<file path="src/hdl/pmaf_map.svh">
// Constants of the per-second availability filter and quarter-hour counter
`ifndef PMAF_MAP_SVH
`define PMAF_MAP_SVH

`define PMAF_BLK_ERR_W  16
`define PMAF_PTR_W      16
`define PMAF_ACC_W      32
`define PMAF_DELAY_SECS 10
`define PMAF_RUN_SECS   4'hA
`define PMAF_CNT_W      4
`define PMAF_ACC_MAX    32'hFFFF_FFFF
`define PMAF_ACC_RST    32'h0000_0000

`endif

</file>
<file path="src/hdl/pmaf_pkg.sv">
// Types shared by the availability filter files
`default_nettype none
`include "pmaf_map.svh"
package pmaf_pkg;
    // One second of error classification for one direction
    typedef struct packed {
        logic [`PMAF_BLK_ERR_W-1:0] background_block_err;
        logic                       errored_sec;
        logic                       severe_errored_sec;
    } pmaf_events_s;

    // Input presence flags, one per event kind
    typedef struct packed {
        logic background_block_err;
        logic errored_sec;
        logic severe_errored_sec;
    } pmaf_conn_s;
endpackage : pmaf_pkg
`default_nettype wire

</file>
<file path="src/hdl/pmaf_top.sv">
// Per-second availability filters, delay path and quarter-hour count
`timescale 1ns/1ps
`default_nettype none
`include "pmaf_map.svh"
module pmaf_top (
    input  wire logic                        clk,
    input  wire logic                        rst,
    // Monitoring time base, pulses from on-chip logic on clk
    input  wire logic                        one_second_tick,
    input  wire logic                        quarter_hour_tick,
    // Per-direction events, index 0 is A/Z and 1 is Z/A
    input  wire pmaf_pkg::pmaf_events_s [1:0] events_in,
    // Which event inputs are wired up in each direction
    input  wire pmaf_pkg::pmaf_conn_s   [1:0] events_connected,
    // Signal outside availability processing
    input  wire logic [`PMAF_PTR_W-1:0]      pointer_justify_event,
    // Unidirectional filter results per direction
    output var  pmaf_pkg::pmaf_events_s [1:0] unidir_events,
    output var  logic [1:0]                  unidir_unavail_second_flag,
    output var  logic [1:0]                  unavail_time_command,
    output var  logic [1:0]                  unidir_report,
    // Bidirectional filter results
    output var  pmaf_pkg::pmaf_events_s [1:0] bidir_events,
    output var  logic                        bidir_unavail_second_flag,
    output var  logic                        unavail_time_combined,
    output var  logic                        bidir_report,
    // Delayed non-availability signal
    output var  logic [`PMAF_PTR_W-1:0]      pointer_justify_delayed,
    // Quarter-hour count of bidirectional unavailable seconds
    output var  logic [`PMAF_ACC_W-1:0]      current_quarter_count,
    output var  logic [`PMAF_ACC_W-1:0]      history_count,
    output var  logic                        history_valid
);
    localparam int LAST = `PMAF_DELAY_SECS - 1;  // Oldest tap

    // Event delay line; tap LAST holds the value of ten seconds ago
    pmaf_pkg::pmaf_events_s [1:0] ev_dly [0:LAST];
    // Command history for the combined decision
    logic [1:0]                   cmd_dly [0:LAST];
    // Plain delay path
    logic [`PMAF_PTR_W-1:0]       ptr_dly [0:LAST];

    wire pmaf_pkg::pmaf_events_s [1:0] ev_clean;      // Gated inputs
    wire pmaf_pkg::pmaf_events_s [1:0] next_unidir;   // Unidirectional result
    wire pmaf_pkg::pmaf_events_s [1:0] next_bidir;    // Bidirectional result
    wire  [1:0]                   cmd;           // Per-direction command
    wire  [1:0]                   cmd_chg;       // Command change pulses
    wire                          next_combined; // OR of late commands
    wire  [`PMAF_ACC_W-1:0]       acc_in;        // Count input

    // Absent inputs contribute nothing, even if the wire floats high
    genvar d;
    generate
        for (d = 0; d < 2; d++) begin : g_dir
            assign ev_clean[d].background_block_err =
                events_connected[d].background_block_err
                ? events_in[d].background_block_err : '0;
            assign ev_clean[d].errored_sec =
                events_connected[d].errored_sec
                && events_in[d].errored_sec;
            assign ev_clean[d].severe_errored_sec =
                events_connected[d].severe_errored_sec
                && events_in[d].severe_errored_sec;
            // Late values pass only in available time
            assign next_unidir[d] = cmd[d] ? '0 : ev_dly[LAST][d];
            assign next_bidir[d]  = next_combined
                                  ? '0 : ev_dly[LAST][d];

            pmaf_unavail_eval u_eval (
                .clk                (clk),
                .rst                (rst),
                .one_second_tick    (one_second_tick),
                .severe_errored_sec (ev_clean[d].severe_errored_sec),
                .unavail_time_cmd   (cmd[d]),
                .cmd_changed        (cmd_chg[d])
            );
        end
    endgenerate

    // Unavailable if either direction was, as of ten seconds ago
    assign next_combined = |cmd_dly[LAST];
    // Each unavailable second counts one in the current register
    assign acc_in = {{(`PMAF_ACC_W-1){1'b0}}, next_combined};

    // Delay lines shift only on the second tick
    always_ff @(posedge clk or posedge rst) begin
        if (rst) begin
            for (int i = 0; i <= LAST; i++) begin
                ev_dly[i]  <= '0;
                cmd_dly[i] <= '0;
                ptr_dly[i] <= '0;
            end
        end else if (one_second_tick) begin
            ev_dly[0]  <= ev_clean;
            cmd_dly[0] <= cmd;
            ptr_dly[0] <= pointer_justify_event;
            for (int i = 1; i <= LAST; i++) begin
                ev_dly[i]  <= ev_dly[i-1];
                cmd_dly[i] <= cmd_dly[i-1];
                ptr_dly[i] <= ptr_dly[i-1];
            end
        end
    end

    // Filter outputs refresh once per second and hold in between
    always_ff @(posedge clk or posedge rst) begin
        if (rst) begin
            unidir_events              <= '0;
            unidir_unavail_second_flag <= '0;
            bidir_events               <= '0;
            bidir_unavail_second_flag  <= 1'b0;
            unavail_time_combined      <= 1'b0;
            pointer_justify_delayed    <= '0;
        end else if (one_second_tick) begin
            unidir_events              <= next_unidir;
            unidir_unavail_second_flag <= cmd;
            bidir_events               <= next_bidir;
            bidir_unavail_second_flag  <= next_combined;
            unavail_time_combined      <= next_combined;
            pointer_justify_delayed    <= ptr_dly[LAST];
        end
    end

    // Command copies and report pulses; every change is one pulse
    always_ff @(posedge clk or posedge rst) begin
        if (rst) begin
            unavail_time_command <= '0;
            unidir_report        <= '0;
            bidir_report         <= 1'b0;
        end else begin
            unavail_time_command <= cmd;
            unidir_report        <= cmd_chg;
            bidir_report         <= one_second_tick
                && (next_combined != unavail_time_combined);
        end
    end

    // Current register; 32 bits exceed any interval's nominal count
    pmaf_accum u_accum (
        .clk                   (clk),
        .rst                   (rst),
        .one_second_tick       (one_second_tick),
        .quarter_hour_tick     (quarter_hour_tick),
        .accum_input           (acc_in),
        .current_quarter_count (current_quarter_count),
        .history_count         (history_count),
        .history_valid         (history_valid)
    );
endmodule : pmaf_top
`default_nettype wire

</file>
<file path="src/hdl/pmaf_uat_eval.sv">
// Unavailable-time command evaluation for one direction
`timescale 1ns/1ps
`default_nettype none
`include "pmaf_map.svh"
module pmaf_unavail_eval (
    input  wire logic clk,
    input  wire logic rst,
    input  wire logic one_second_tick,
    input  wire logic severe_errored_sec,
    output var  logic unavail_time_cmd,
    output var  logic cmd_changed
);
    logic [`PMAF_CNT_W-1:0] run;       // Length of current opposing run
    wire  [`PMAF_CNT_W-1:0] run_inc;   // Run after this second
    wire                    opposing;  // Second argues for a state change
    wire                    flip;      // Tenth opposing second reached

    // A severe second opposes available time, a clean one opposes
    // unavailable time
    assign opposing = unavail_time_cmd ? !severe_errored_sec
                                       : severe_errored_sec;
    assign run_inc  = run + `PMAF_CNT_W'(1);
    assign flip     = opposing && (run_inc == `PMAF_RUN_SECS);

    // Run counter and command, stepped once per second
    always_ff @(posedge clk or posedge rst) begin
        if (rst) begin
            run              <= '0;
            unavail_time_cmd <= 1'b0;
            cmd_changed      <= 1'b0;
        end else begin
            cmd_changed <= one_second_tick && flip;
            if (one_second_tick) begin
                // Any non-opposing second breaks the run
                run <= (opposing && !flip) ? run_inc : '0;
                if (flip) begin
                    unavail_time_cmd <= !unavail_time_cmd;
                end
            end
        end
    end
endmodule : pmaf_unavail_eval
`default_nettype wire

</file>
<file path="src/hdl/pmaf_accum.sv">
// Saturating quarter-hour current register with hand-over
`timescale 1ns/1ps
`default_nettype none
`include "pmaf_map.svh"
module pmaf_accum (
    input  wire logic                   clk,
    input  wire logic                   rst,
    input  wire logic                   one_second_tick,
    input  wire logic                   quarter_hour_tick,
    input  wire logic [`PMAF_ACC_W-1:0] accum_input,
    output var  logic [`PMAF_ACC_W-1:0] current_quarter_count,
    output var  logic [`PMAF_ACC_W-1:0] history_count,
    output var  logic                   history_valid
);
    // Add with a ceiling so the count never wraps to a small value
    function automatic logic [`PMAF_ACC_W-1:0] sat_add(
        input logic [`PMAF_ACC_W-1:0] a,
        input logic [`PMAF_ACC_W-1:0] b);
        logic [`PMAF_ACC_W:0] s;
        s = {1'b0, a} + {1'b0, b};
        sat_add = s[`PMAF_ACC_W] ? `PMAF_ACC_MAX : s[`PMAF_ACC_W-1:0];
    endfunction : sat_add

    wire [`PMAF_ACC_W-1:0] step;   // Input seen this cycle
    wire [`PMAF_ACC_W-1:0] summed; // Count including this second

    assign step   = one_second_tick ? accum_input : '0;
    assign summed = sat_add(current_quarter_count, step);

    // A coinciding last second goes into the handed-over total
    always_ff @(posedge clk or posedge rst) begin
        if (rst) begin
            current_quarter_count <= `PMAF_ACC_RST;
            history_count         <= `PMAF_ACC_RST;
            history_valid         <= 1'b0;
        end else begin
            history_valid <= quarter_hour_tick;
            if (quarter_hour_tick) begin
                history_count         <= summed;
                current_quarter_count <= `PMAF_ACC_RST;
            end else begin
                current_quarter_count <= summed;
            end
        end
    end
endmodule : pmaf_accum
`default_nettype wire

</file>
<file path="config.mk">
export PLATFORM = sky130hd
export DESIGN_NAME = pmaf_top
export DESIGN_NICKNAME = d
export VERILOG_FILES = /design/src/hdl/pmaf_pkg.sv /design/src/hdl/pmaf_top.sv /design/src/hdl/pmaf_uat_eval.sv /design/src/hdl/pmaf_accum.sv
export VERILOG_INCLUDE_DIRS = /design/src /design/src/hdl
export SDC_FILE = /design/constraint.sdc
export NUM_CORES = 1
export LEC_CHECK = 0
export ABC_AREA = 1
export BUFFER_PORTS_ARGS = -buffer_cell sky130_fd_sc_hd__buf_2
export CAP_MARGIN = 20
export CORE_MARGIN = 2
export CORE_UTILIZATION = 48
export DETAILED_ROUTE_END_ITERATION = 12
export PLACE_DENSITY = 0.66
export REMOVE_ABC_BUFFERS = 1
export SLEW_MARGIN = 30
export SYNTH_ARGS = -nofsm -noshare
export SYNTH_HDL_FRONTEND = slang
export SYNTH_SLANG_ARGS = --single-unit
</file>
<file path="constraint.sdc">
create_clock -name clk -period 33.3 [get_ports clk]
set_clock_uncertainty 0.1 [all_clocks]
set_input_delay 6.66 -clock clk [delete_from_list [all_inputs] [get_ports clk]]
set_output_delay 6.66 -clock clk [all_outputs]
set_load 0.01 [all_outputs]
</file>
Word-level counts from Yosys, hierarchy flattened. Cells that the tools add are included.

Flip-flop bits (word level): 711. Bits in latches: 0. Bits in writable memories: 0. Bits in read-only memories: 0. Bits of input ports: 62. Output and inout port bits: 162. Word-level logic and storage cells: 145. Memories kept: 0.

Add/sub/neg operators: 3. Multipliers: 0. Div/mod/pow operators: 0. Order comparisons: 0. Eq/ne operators: 3. Shift-type cells: 0. Mux-type cells: 13. Bitwise logic cells: 0. Reductions and logical operators: 20.

Operators by type and width (number): $mux W18 (4); $mux W32 (2); $add A32 B32 Y33 (1); $mux W16 (2); $logic_and A1 B1 Y1 (11); $add A4 B1 Y4 const B (2); $eq A4 B4 Y1 const B (2); $mux W4 (2); $logic_not A1 Y1 (6); $reduce_and A2 Y1 (2); $mux W1 (3); $reduce_or A2 Y1 (1); $ne A1 B1 Y1 (1).

Longest topological paths before layout. Gate-level depths: netlist of the first run.

Word-level depth: 7. Depth in mapped cells: 17. Gate-level depth less buffers: 12.

Hierarchy. A second synthesis of the first run with hierarchy kept.

Cell total of the unflattened synthesis: 3312. Area, all modules: 29565.9 µm².

Modules (own cells, without submodules): pmaf_top (times used 1, cells each 2379, area each 23547.6 µm², sequential area each 15865.2 µm²); pmaf_accum (times used 1, cells each 835, area each 5247.5 µm², sequential area each 1626.6 µm²); pmaf_unavail_eval (times used 2, cells each 49, area each 385.4 µm², sequential area each 150.1 µm²).

Worst setup path before layout of the first run. OpenSTA, ideal clock, no wires.

Kind: input -> register. From: input one_second_tick. To: register u_accum.history_count[19]. Library setup time: 0.066 ns. Arrival: 8.762 ns. Data required time: 33.134 ns. Setup slack: 24.373 ns. Cell stages on the path: 17. Buffers on the path: 6. Cells stage by stage: buf_2 -> inv_2 -> buf_2 -> buf_2 -> buf_2 -> buf_2 -> nor2_1 -> ha_1 -> nand2_2 -> nor2_4 -> nand2_4 -> nor2_4 -> nand3_4 -> buf_6 -> nand3_2 -> nand2_1 -> nand2_1.

Word-level cells in the longest chain between the ends: 3.

Ends and longest elaborated chain: from (decl) (RTL line pmaf_top.sv:9) `input wire logic one_second_tick,`; $mux W1 (RTL line pmaf_accum.sv:27) `assign step = one_second_tick ? accum_input : '0;`; $add A32 B32 Y33 (RTL line pmaf_accum.sv:20) `s = {1'b0, a} + {1'b0, b};`; $mux W32 (RTL line pmaf_accum.sv:21) `` sat_add = s[`PMAF_ACC_W] ? `PMAF_ACC_MAX : s[`PMAF_ACC_W-1:0]; ``; to (signal assigned) (RTL line pmaf_accum.sv:34) `` history_count <= `PMAF_ACC_RST; ``; to (signal assigned) (RTL line pmaf_accum.sv:39) `history_count <= summed;`; to (decl) (RTL line pmaf_accum.sv:12) `` output var logic [`PMAF_ACC_W-1:0] history_count, ``.

Every way passes these cells. A chain may end at the register's enable or synchronous reset.

Worst setup path after layout of the first run.
From: input one_second_tick. To: register ev_dly[15] in the netlist's numbering.

RTL lines: to (signal, indexed assignment) (RTL line pmaf_top.sv:98) `ev_dly[i] <= ev_dly[i-1];`; to (decl) (RTL line pmaf_top.sv:37) `pmaf_pkg::pmaf_events_s [1:0] ev_dly [0:LAST];`.

No word-level cell between the ends.

==> impl_metrics.env, run 1 <==
export IMPL_syn_area_mm2=0.0272
export IMPL_rsz0062_at_grt="false"
export IMPL_timing_rr_end="u_accum.history_count[18]"
export IMPL_cts_made_buffers=74
export IMPL_cts_max_path_buffers=3
export IMPL_syn_area_per_cell_um2=9.45
export IMPL_post_route_drc_count=0
export IMPL_clk_latency_ps=610
export IMPL_vias_per_cell=4.90
export IMPL_seq_area_frac_synth=0.653
export IMPL_crit_arrival_ps=9700
export IMPL_final_layout_size_suffix_gt1_frac=0.123
export IMPL_clock_root_buffer="clkbuf_16"
export IMPL_core_mm2=0.0563
export IMPL_dp_hpwl_um=31500
export IMPL_r2r_slack_ps=30890
export IMPL_ios=224
export IMPL_critPathKind="in2reg"
export IMPL_fin_crit_sh=0.281
export IMPL_antenna_found_initial=1
export IMPL_hold_buffers=0
export IMPL_critPathLaunch="one_second_tick"
export IMPL_path_cells="buf_8 -> inv_8 -> buf_4 -> buf_4 -> o21ai_0"
export IMPL_cap_violations=0
export IMPL_syn_to_final_growth_pct=14.4
export IMPL_grt_max_degree=182
export IMPL_antenna_left=0
export IMPL_crit_family="buffers and inverters"
export IMPL_clock_sinks=711
export IMPL_final_nets=3099
export IMPL_via_count=18800
export IMPL_wl_um=52400
export IMPL_fin_crit_ps=9370
export IMPL_overflow=0
export IMPL_detailedRoute_firstPassIterationCount=5
export IMPL_slew_headroom=0.375
export IMPL_final_cell_mix="865 x nand2_1, 710 x dfrtp_1, 614 x o21ai_0"
export IMPL_row_count=87
export IMPL_grt_pass1_wl_um=90900
export IMPL_initialDrtViolationCount=1330
export IMPL_outcome="finished clean"
export IMPL_power_density_mw_per_mm2=64.5
export IMPL_crit_cells=5
export IMPL_slew_violations=0
export IMPL_synthCells=2881
export IMPL_grt_pass1_vias=18800
export IMPL_synth_cell_type_count=31
export IMPL_clk_pin_slew_worst_paths_ps=60
export IMPL_cts_resized=0
export IMPL_final_area_mm2=0.0311
export IMPL_wire_per_inst_um=13.6
export IMPL_cts_tree="yes"
export IMPL_die_x_um=242
export IMPL_max_freq_ghz=0.107
export IMPL_vdd_ir_drop_worst_mv=0.0344
export IMPL_cp_num_buf_inv=4
export IMPL_crit_end="ev_dly[15]"
export IMPL_cp_start_kind="input port"
export IMPL_finalSetupViolCount=0
export IMPL_globalplace_congestion=0.868
export IMPL_hold_viol=0
export IMPL_hold_class="reg2reg"
export IMPL_initial_utilization=0.484
export IMPL_worst_pin_slew_ps=937
export IMPL_critPathMaxStageDelay_ps=810
export IMPL_cp_max_fo=181
export IMPL_grt_util_all_layers=0.185
export IMPL_cp_common_cell="buf_4"
export IMPL_synth_seq_cells=711
export IMPL_required_ps=33630
export IMPL_p_total_mw=2.01
export IMPL_die_h_um=242
export IMPL_setup_tns_ps=0
export IMPL_ff2ff_path_depth=11
export IMPL_r2r_start="cmd_dly[0]"
export IMPL_placed_area_mm2=0.0287
export IMPL_static_leakage_power_nw=15.2
export IMPL_io_buffers=223
export IMPL_n_antenna_cell=0
export IMPL_crit_slowest_cell="buf_4"
export IMPL_yosys_warnings=0
export IMPL_die_area_mm2=0.0586
export IMPL_h_tree_depth=3
export IMPL_layout_commonest_cell="nand2_1"
export IMPL_fin_util=0.554
export IMPL_cts_setup_buffers=0
export IMPL_end_kind="flop"
export IMPL_dp_cells=3711
export IMPL_instances_no_fill=3842
==> metal layers <==
metal  global-route usage  share of wire  vias to the layer above
met4               0.0577          0.017                        0
li1                     -              -                     9334
met5                    0              0                        -
met1                0.252           0.46                     9134
met3               0.0328          0.044                       56
met2                0.303           0.48                      315
==> per-stage QoR <==
| step | setup slack [ps] | hold WS, ps |
|---|---|---|
| floorplan | 6600 | 231 |
| global placement | 23040 | 232 |
| detailed placement | 22940 | 235 |
| CTS | 23590 | 247 |
| global route | 23670 | 252 |
| finish | 23930 | 246 |
==> logic make-up after synthesis <==
kind of cell	synth area share
AOI/OAI and AO/OA	0.121
xor gates and xnor gates	0.00515
adders and majority gates	0.00276
buffers and inverters	0.0722
DFF	0.653
and+or+nand+nor	0.146
==> worst min-delay path by stage <==
stage / startpoint / end / slack (ps) / depth (start not counted)
global route: g_dir[1].u_eval.cmd_changed / unidir_report[1] / 250 / 0
finish: g_dir[1].u_eval.cmd_changed / unidir_report[1] / 250 / 0
detailed placement: g_dir[1].u_eval.cmd_changed / unidir_report[1] / 230 / 0
CTS: g_dir[1].u_eval.cmd_changed / unidir_report[1] / 250 / 0
global placement: g_dir[1].u_eval.cmd_changed / unidir_report[1] / 230 / 0
floorplan: g_dir[0].u_eval.cmd_changed / unidir_report[0] / 230 / 0
==> sequential cells by signal, summed over array words and instances (netlist names) <==
| signal | cells |
|---|---|
| g_dir.u_eval.run | 8 |
| u_accum.current_quarter_count | 32 |
| u_accum.history_valid | 1 |
| ev_dly | 360 |
| bidir_report | 1 |
| pointer_justify_delayed | 16 |
| unidir_unavail_second_flag | 2 |
| cmd_dly | 18 |
| unidir_report | 2 |
| unavail_time_combined | 1 |
| unavail_time_command | 2 |
| bidir_events | 36 |
| g_dir.u_eval.unavail_time_cmd | 2 |
| u_accum.history_count | 32 |
| ptr_dly | 160 |
| g_dir.u_eval.cmd_changed | 2 |
| unidir_events | 36 |
==> where the power goes <==
| part | switching (mW) | internal, mW |
|---|---|---|
| combinational | 0.122 | 0.0605 |
| sequential | 0.0490 | 0.972 |
| clock | 0.329 | 0.477 |
==> Yosys cell counts, drive strengths merged <==
cell type	instances	area, µm²
a21oi	17	85.1
a31oi	10	62.6
buf	67	365
clkbuf	101	379
dfrtp	711	17800
ha	6	75.1
inv	325	1220
nand2	868	3270
nand3	69	408
nand3b	1	7.51
nand4	2	12.5
nor2	56	228
nor3	3	15.0
o21ai	618	3090
o21bai	1	7.51
o22ai	4	25.0
o31ai	2	15.0
or2	4	25.0
xnor2	2	17.5
xor2	14	123
==> area by class of cell <==
cell class              count  area, µm²
multi-input cells        1677       7470
clock buffers             111       2180
fillers                  4934      25100
flip-flops and latches    711      17800
repair buffers            242       1300
well taps                 756        946
inverters                 325       1240
clock inverters            20        220
(Power assumes the default switching activity.)
==> run 2: changes to the inputs <==
--- a/config.mk
+++ b/config.mk
@@ -6,13 +6,13 @@
 export SDC_FILE = /design/constraint.sdc
 export NUM_CORES = 1
 export LEC_CHECK = 0
-export ABC_AREA = 1
+export ABC_AREA = 0
 export BUFFER_PORTS_ARGS = -buffer_cell sky130_fd_sc_hd__buf_2
 export CAP_MARGIN = 20
 export CORE_MARGIN = 2
 export CORE_UTILIZATION = 48
 export DETAILED_ROUTE_END_ITERATION = 12
-export PLACE_DENSITY = 0.66
+export PLACE_DENSITY = 0.69
 export REMOVE_ABC_BUFFERS = 1
 export SLEW_MARGIN = 30
 export SYNTH_ARGS = -nofsm -noshare
==> constraint.sdc (replaced) <==
create_clock -name clk -period 8.2 [get_ports clk]
set_clock_uncertainty 0.1 [all_clocks]
set_input_delay 1.64 -clock clk [delete_from_list [all_inputs] [get_ports clk]]
set_output_delay 1.64 -clock clk [all_outputs]
set_load 0.01 [all_outputs]
==> run 2 against run 1 <==
Sequential share of layout area grew 0.13 points. Die area shrank 1.5%. Worst setup slack lost 20000 ps. Synthesized cell count fell by 38%. First-iteration DRC count fell by 40%. Global-route usage down 2.0 points. Routed wire length fell by 11%. Combinational power increased to 6.2 times the previous value. Worst hold slack improved by 7.3 ps. Clock-buffer cell count shrank 9. Largest power group unchanged. Highest routed layer unchanged.
==> impl_metrics.env, run 2 <==
export IMPL_synth_cell_type_count=46
export IMPL_final_nets=2048
export IMPL_synth_seq_cells=711
export IMPL_syn_area_per_cell_um2=15.1
export IMPL_die_x_um=240
export IMPL_ios=224
export IMPL_max_freq_ghz=0.218
export IMPL_row_count=86
export IMPL_rsz0062_at_grt="false"
export IMPL_critPathMaxStageDelay_ps=670
export IMPL_h_tree_depth=3
export IMPL_clock_root_buffer="clkbuf_16"
export IMPL_detailedRoute_firstPassIterationCount=4
export IMPL_die_h_um=240
export IMPL_required_ps=8590
export IMPL_synth_top_family_by_area="multiplexers"
export IMPL_fin_crit_ps=4580
export IMPL_via_count=14600
export IMPL_wl_um=46500
export IMPL_overflow=0
export IMPL_hold_buffers=0
export IMPL_static_leakage_power_nw=14.7
export IMPL_hold_viol=0
export IMPL_synthAdderAreaFrac=0.00280
export IMPL_synthMuxAreaShare=0.223
export IMPL_final_cell_mix="711 x dfrtp_1, 523 x mux2_2, 222 x buf_2"
export IMPL_path_cells="buf_8 -> inv_4 -> nor2_1 -> ha_1 -> and4_1 -> nand2_1 -> nor3_1 -> nand3_1 -> a31oi_1"
export IMPL_synthCells=1774
export IMPL_yosys_warnings=0
export IMPL_synth_area_leaders="dfrtp_1 66%, mux2_2 22%, a22o_1 2.4%, clkbuf_1 1.4%, o2bb2ai_1 0.98%"
export IMPL_finalSetupViolCount=0
export IMPL_cap_violations=0
export IMPL_cp_start_kind="input port"
export IMPL_fin_crit_sh=0.559
export IMPL_synth_compound_area_frac=0.0502
export IMPL_crit_arrival_ps=4980
export IMPL_yosys_most_used_dff="dfrtp_1"
export IMPL_p_int_mw=6.90
export IMPL_yosys_top_cells_count="711 x dfrtp_1, 523 x mux2_2, 100 x clkbuf_1"
export IMPL_p_seq_frac=0.518
export IMPL_initialDrtViolationCount=794
export IMPL_p_sw_mw=2.21
export IMPL_seq_area_frac_synth=0.663
export IMPL_initial_utilization=0.486
export IMPL_antenna_left=0
export IMPL_core_mm2=0.0552
export IMPL_grt_pass1_wl_um=76600
export IMPL_cp_max_fo=109
export IMPL_yosys_area_top_type_share=0.663
export IMPL_slew_headroom=0.340
export IMPL_yosys_area_share_simple=0.0359
export IMPL_grt_max_degree=210
export IMPL_regArea_mm2=0.0178
export IMPL_multi_input_area_mm2=0.00856
export IMPL_cts_max_path_buffers=3
export IMPL_slew_violations=0
export IMPL_syn_to_final_growth_pct=15.9
export IMPL_clk_pin_slew_worst_paths_ps=60
export IMPL_power_density_mw_per_mm2=293
export IMPL_crit_slowest_cell="nand3_1"
export IMPL_io_buffers=223
export IMPL_critPathKind="in2reg"
export IMPL_setup_tns_ps=0
export IMPL_cts_resized=0
export IMPL_clk_latency_ps=590
export IMPL_globalplace_congestion=0.806
export IMPL_vdd_ir_drop_worst_mv=0.148
export IMPL_synth_most_common_cell="dfrtp_1"
export IMPL_syn_area_mm2=0.0268
export IMPL_p_comb_frac=0.126
export IMPL_post_route_drc_count=0
export IMPL_synth_edf_count=0
export IMPL_antenna_found_initial=1
export IMPL_synth_xor_area_share=0.00686
export IMPL_placed_area_mm2=0.0286
export IMPL_yosysTopAreaCell="dfrtp_1"
export IMPL_final_layout_size_suffix_gt1_frac=0.437
export IMPL_largestRegisters="ev_dly x360, ptr_dly x160"
export IMPL_dp_hpwl_um=27600
export IMPL_worst_pin_slew_ps=989
export IMPL_die_area_mm2=0.0578
export IMPL_netSwitchingFraction=0.242
export IMPL_outcome="finished clean"
export IMPL_largest_reg_flops=360
export IMPL_pwr_share_clk=0.356
export IMPL_fillers=4444
export IMPL_grt_pass1_vias=14700
export IMPL_largest_register="ev_dly"
export IMPL_cts_made_buffers=74
export IMPL_final_area_mm2=0.0311
export IMPL_wire_per_inst_um=16.7
export IMPL_layout_commonest_cell="dfrtp_1"
export IMPL_hold_class="reg2reg"
export IMPL_cts_setup_buffers=0
export IMPL_cts_tree="yes"
export IMPL_vias_per_cell=5.25
export IMPL_end_kind="flop"
export IMPL_clock_sinks=711
export IMPL_grt_util_all_layers=0.165
export IMPL_synthArstFlopShare=1.00
## run 2: area by class of cell
class                      instances  share of cell area
sequential                       711               0.573
tap                              748              0.0301
timing repair buffer             239              0.0440
inverter                          16             0.00225
clock buffer                     102              0.0682
clock inverter                    22             0.00741
antenna                            1           0.0000805
multi-input combinational        938               0.275
## run 2: power by group through the flow
stage	clock, mW	sequential [mW]	combinational (mW)
3_3_place_gp	0	4.74	1.11
3_5_place_dp	0	4.78	1.16
2_1_floorplan	0	4.69	0.816
6_report	3.24	4.72	1.14
5_1_grt	3.50	4.83	1.27
4_1_cts	3.35	4.73	1.17
## run 2: per-stage QoR
stage	total power, mW	hold slack (ps)	setup WS, ps	utilization	std cells
after global routing	9.60	281	3310	0.563	2777
after detailed placement	5.94	241	3060	0.519	2649
after floorplan	5.50	231	-13480	-	1665
final	9.10	254	3620	0.563	2777
after global placement	5.85	239	3040	0.519	2649
after CTS	9.24	257	3730	0.561	2773
## run 2: kinds of logic after synthesis
group	after synthesis
compound gates	176
xor+xnor	21
fa+ha+maj	6
buf+inv	125
flops	711
mux	531
simple gates	204
## run 2: per-layer routing
layer	part of all wire	up-vias	GRT usage
li1	-	6731	-
met1	0.47	7519	0.230
met2	0.47	249	0.255
met3	0.042	77	0.0325
met4	0.023	0	0.0627
met5	0	-	0
## run 2: critical path, delay by kind of cell
kind / cells / cell delay (ps)
adders and majority gates: 1 / 240
AOI/OAI and AO/OA: 1 / 400
and+or+nand+nor: 5 / 1940
buffers and inverters: 2 / 610
## run 2: final timing paths
check                           slack (ps)  depth (start not counted)                   endpoint                   startpoint
min in group asynchronous             1040                          2               ptr_dly[129]                          rst
max in group asynchronous             5510                          4                ev_dly[105]                          rst
worst max register to register        4920                          8  u_accum.history_count[23]                   cmd_dly[0]
worst max-delay path                  3620                          9  u_accum.history_count[23]              one_second_tick
worst min-delay path                   250                          0           unidir_report[1]  g_dir[1].u_eval.cmd_changed
worst min register to register         250                          0           unidir_report[1]  g_dir[1].u_eval.cmd_changed
==> run 3: changes to the inputs <==
--- a/config.mk
+++ b/config.mk
@@ -12,7 +12,7 @@
 export CORE_MARGIN = 2
 export CORE_UTILIZATION = 48
 export DETAILED_ROUTE_END_ITERATION = 12
-export PLACE_DENSITY = 0.69
+export PLACE_DENSITY = 0.66
 export REMOVE_ABC_BUFFERS = 1
 export SLEW_MARGIN = 30
 export SYNTH_ARGS = -nofsm -noshare
==> constraint.sdc (replaced) <==
create_clock -name clk -period 4.3 [get_ports clk]
set_clock_uncertainty 0.1 [all_clocks]
set_input_delay 0.86 -clock clk [delete_from_list [all_inputs] [get_ports clk]]
set_output_delay 0.86 -clock clk [all_outputs]
set_load 0.01 [all_outputs]
==> run 3 against run 2 <==
Combinational power is 92% higher. Final cell count is 0.50% higher. Sequential cell count unchanged. Routed wire length fell by 0.25%. Die area stayed put. Sequential power grew 90%. Utilization increased by 0.34 points. Worst setup slack worse by 2500 ps. Clock power is 98% higher. Sequential share of layout area down 0.34 points. Critical endpoint is now u_accum.current_quarter_count[21]. Largest cell class unchanged. Highest routed layer unchanged.
==> impl_metrics.env, run 3 (same netlist as run 2, synthesis figures left out) <==
export IMPL_outcome="finished clean"
export IMPL_dp_hpwl_um=28400
export IMPL_antenna_found_initial=0
export IMPL_io_buffers=223
export IMPL_clock_root_buffer="clkbuf_16"
export IMPL_die_area_mm2=0.0578
export IMPL_r2r_slack_ps=1070
export IMPL_met1_length_um=21000
export IMPL_path_cells="nor2_1 -> nor2_1 -> ha_1 -> and4_1 -> nand2_1 -> nor3_1 -> nand3_1 -> a21oi_1"
export IMPL_largestRegisters="ev_dly x360, ptr_dly x160"
export IMPL_finalSetupViolCount=0
export IMPL_grt_pass1_wl_um=77300
export IMPL_core_mm2=0.0552
export IMPL_cts_resized=0
export IMPL_clk_pin_slew_worst_paths_ps=60
export IMPL_cts_max_path_buffers=3
export IMPL_layout_commonest_cell="dfrtp_1"
export IMPL_h_tree_depth=3
export IMPL_end_kind="flop"
export IMPL_wl_um=46300
export IMPL_static_leakage_power_nw=14.8
export IMPL_timing_rr_end="u_accum.current_quarter_count[21]"
export IMPL_die_x_um=240
export IMPL_setup_tns_ps=0
export IMPL_via_count=14600
export IMPL_antenna_left=0
export IMPL_crit_slowest_cell="nand3_1"
export IMPL_power_density_mw_per_mm2=562
export IMPL_ios=224
export IMPL_fin_crit_ps=3230
export IMPL_post_route_drc_count=0
export IMPL_n_antenna_cell=0
export IMPL_crit_arrival_ps=3620
export IMPL_worst_pin_slew_ps=943
export IMPL_grt_pass1_vias=15100
export IMPL_slew_violations=0
export IMPL_critPathMaxStageDelay_ps=640
export IMPL_cap_violations=0
export IMPL_cts_setup_buffers=0
export IMPL_required_ps=4690
export IMPL_grt_max_degree=184
export IMPL_vdd_ir_drop_worst_mv=0.283
export IMPL_cp_max_fo=24
export IMPL_globalplace_congestion=0.827
export IMPL_wire_per_inst_um=16.6
export IMPL_row_count=86
export IMPL_largest_reg_flops=360
export IMPL_clock_sinks=711
export IMPL_critPathKind="reg2reg"
export IMPL_syn_to_final_growth_pct=16.6
export IMPL_cts_tree="yes"
export IMPL_hold_class="reg2reg"
export IMPL_holdPathStages=0
export IMPL_initialDrtViolationCount=828
export IMPL_dr_wl_met2_um=22000
export IMPL_min_to="unidir_report[0]"
export IMPL_max_freq_ghz=0.310
export IMPL_routed_top_layer="met4"
export IMPL_hold_buffers=0
export IMPL_grt_util_all_layers=0.166
export IMPL_hold_viol=0
export IMPL_cts_made_buffers=74
export IMPL_final_nets=2058
export IMPL_overflow=0
export IMPL_cp_start_kind="flop"
export IMPL_min_delay_start="g_dir[0].u_eval.cmd_changed"
export IMPL_initial_utilization=0.486
export IMPL_die_h_um=240
export IMPL_rsz0062_at_grt="false"
export IMPL_fin_crit_sh=0.751
export IMPL_fin_util=0.566
export IMPL_clk_latency_ps=600
export IMPL_final_cell_mix="710 x dfrtp_1, 523 x mux2_2, 222 x buf_2"
export IMPL_final_layout_size_suffix_gt1_frac=0.442
export IMPL_r2r_start="cmd_dly[0]"
export IMPL_detailedRoute_firstPassIterationCount=4
export IMPL_ff2ff_path_depth=8
export IMPL_vias_per_cell=5.24
export IMPL_wl_met3_um=2440
export IMPL_largest_register="ev_dly"
export IMPL_cp_common_cell="nor2_1"
export IMPL_slew_headroom=0.372
[run 3: worst max path at each step]
stage | start | endpoint | slack [ps] | depth (start not counted)
after floorplan | rst | bidir_events[0] | -16600 | 1
after CTS | cmd_dly[1] | u_accum.current_quarter_count[21] | 1040 | 8
after global placement | one_second_tick | u_accum.history_count[12] | 580 | 9
after global routing | cmd_dly[0] | u_accum.history_count[18] | 750 | 8
after detailed placement | one_second_tick | u_accum.history_count[14] | 550 | 9
final | cmd_dly[0] | u_accum.current_quarter_count[21] | 1070 | 8
[run 3: layer usage]
layer,global-route usage,up-vias
met1,0.227,7537
li1,-,6758
met4,0.0585,0
met5,0,-
met2,0.263,261
met3,0.0346,62
[run 3: through the flow]
stage               total power [mW]  cell area, µm²  setup slack, ps  hold slack (ps)  std cells
floorplan                       10.5           26400           -16600              231       1665
global placement                11.2           28800              583              233       2662
detailed placement              11.3           28800              549              236       2662
CTS                             17.8           31300             1040              249       2791
global route                    18.5           31300              747              255       2791
finish                          17.6           31300             1070              248       2791
[run 3: worst max-delay path: cells and delay by family, from the launching register on]
family,cells,cell delay (ps)
simple gates,6,1990
flops,1,370
compound gates,1,400
fa+ha+maj,1,250
[run 3: area by class of cell]
class | instances | area [µm²]
Multi-Input combinational cell | 938 | 8540
Sequential cell | 711 | 17800
Clock buffer | 106 | 2200
Timing Repair Buffer | 249 | 1440
Fill cell | 4460 | 23900
Inverter | 16 | 70.1
Tap cell | 748 | 936
Clock inverter | 23 | 285
[run 3: where the power goes]
group          switching, mW  internal, mW
logic                  0.869          1.32
clock network           2.54          3.86
registers              0.817          8.17
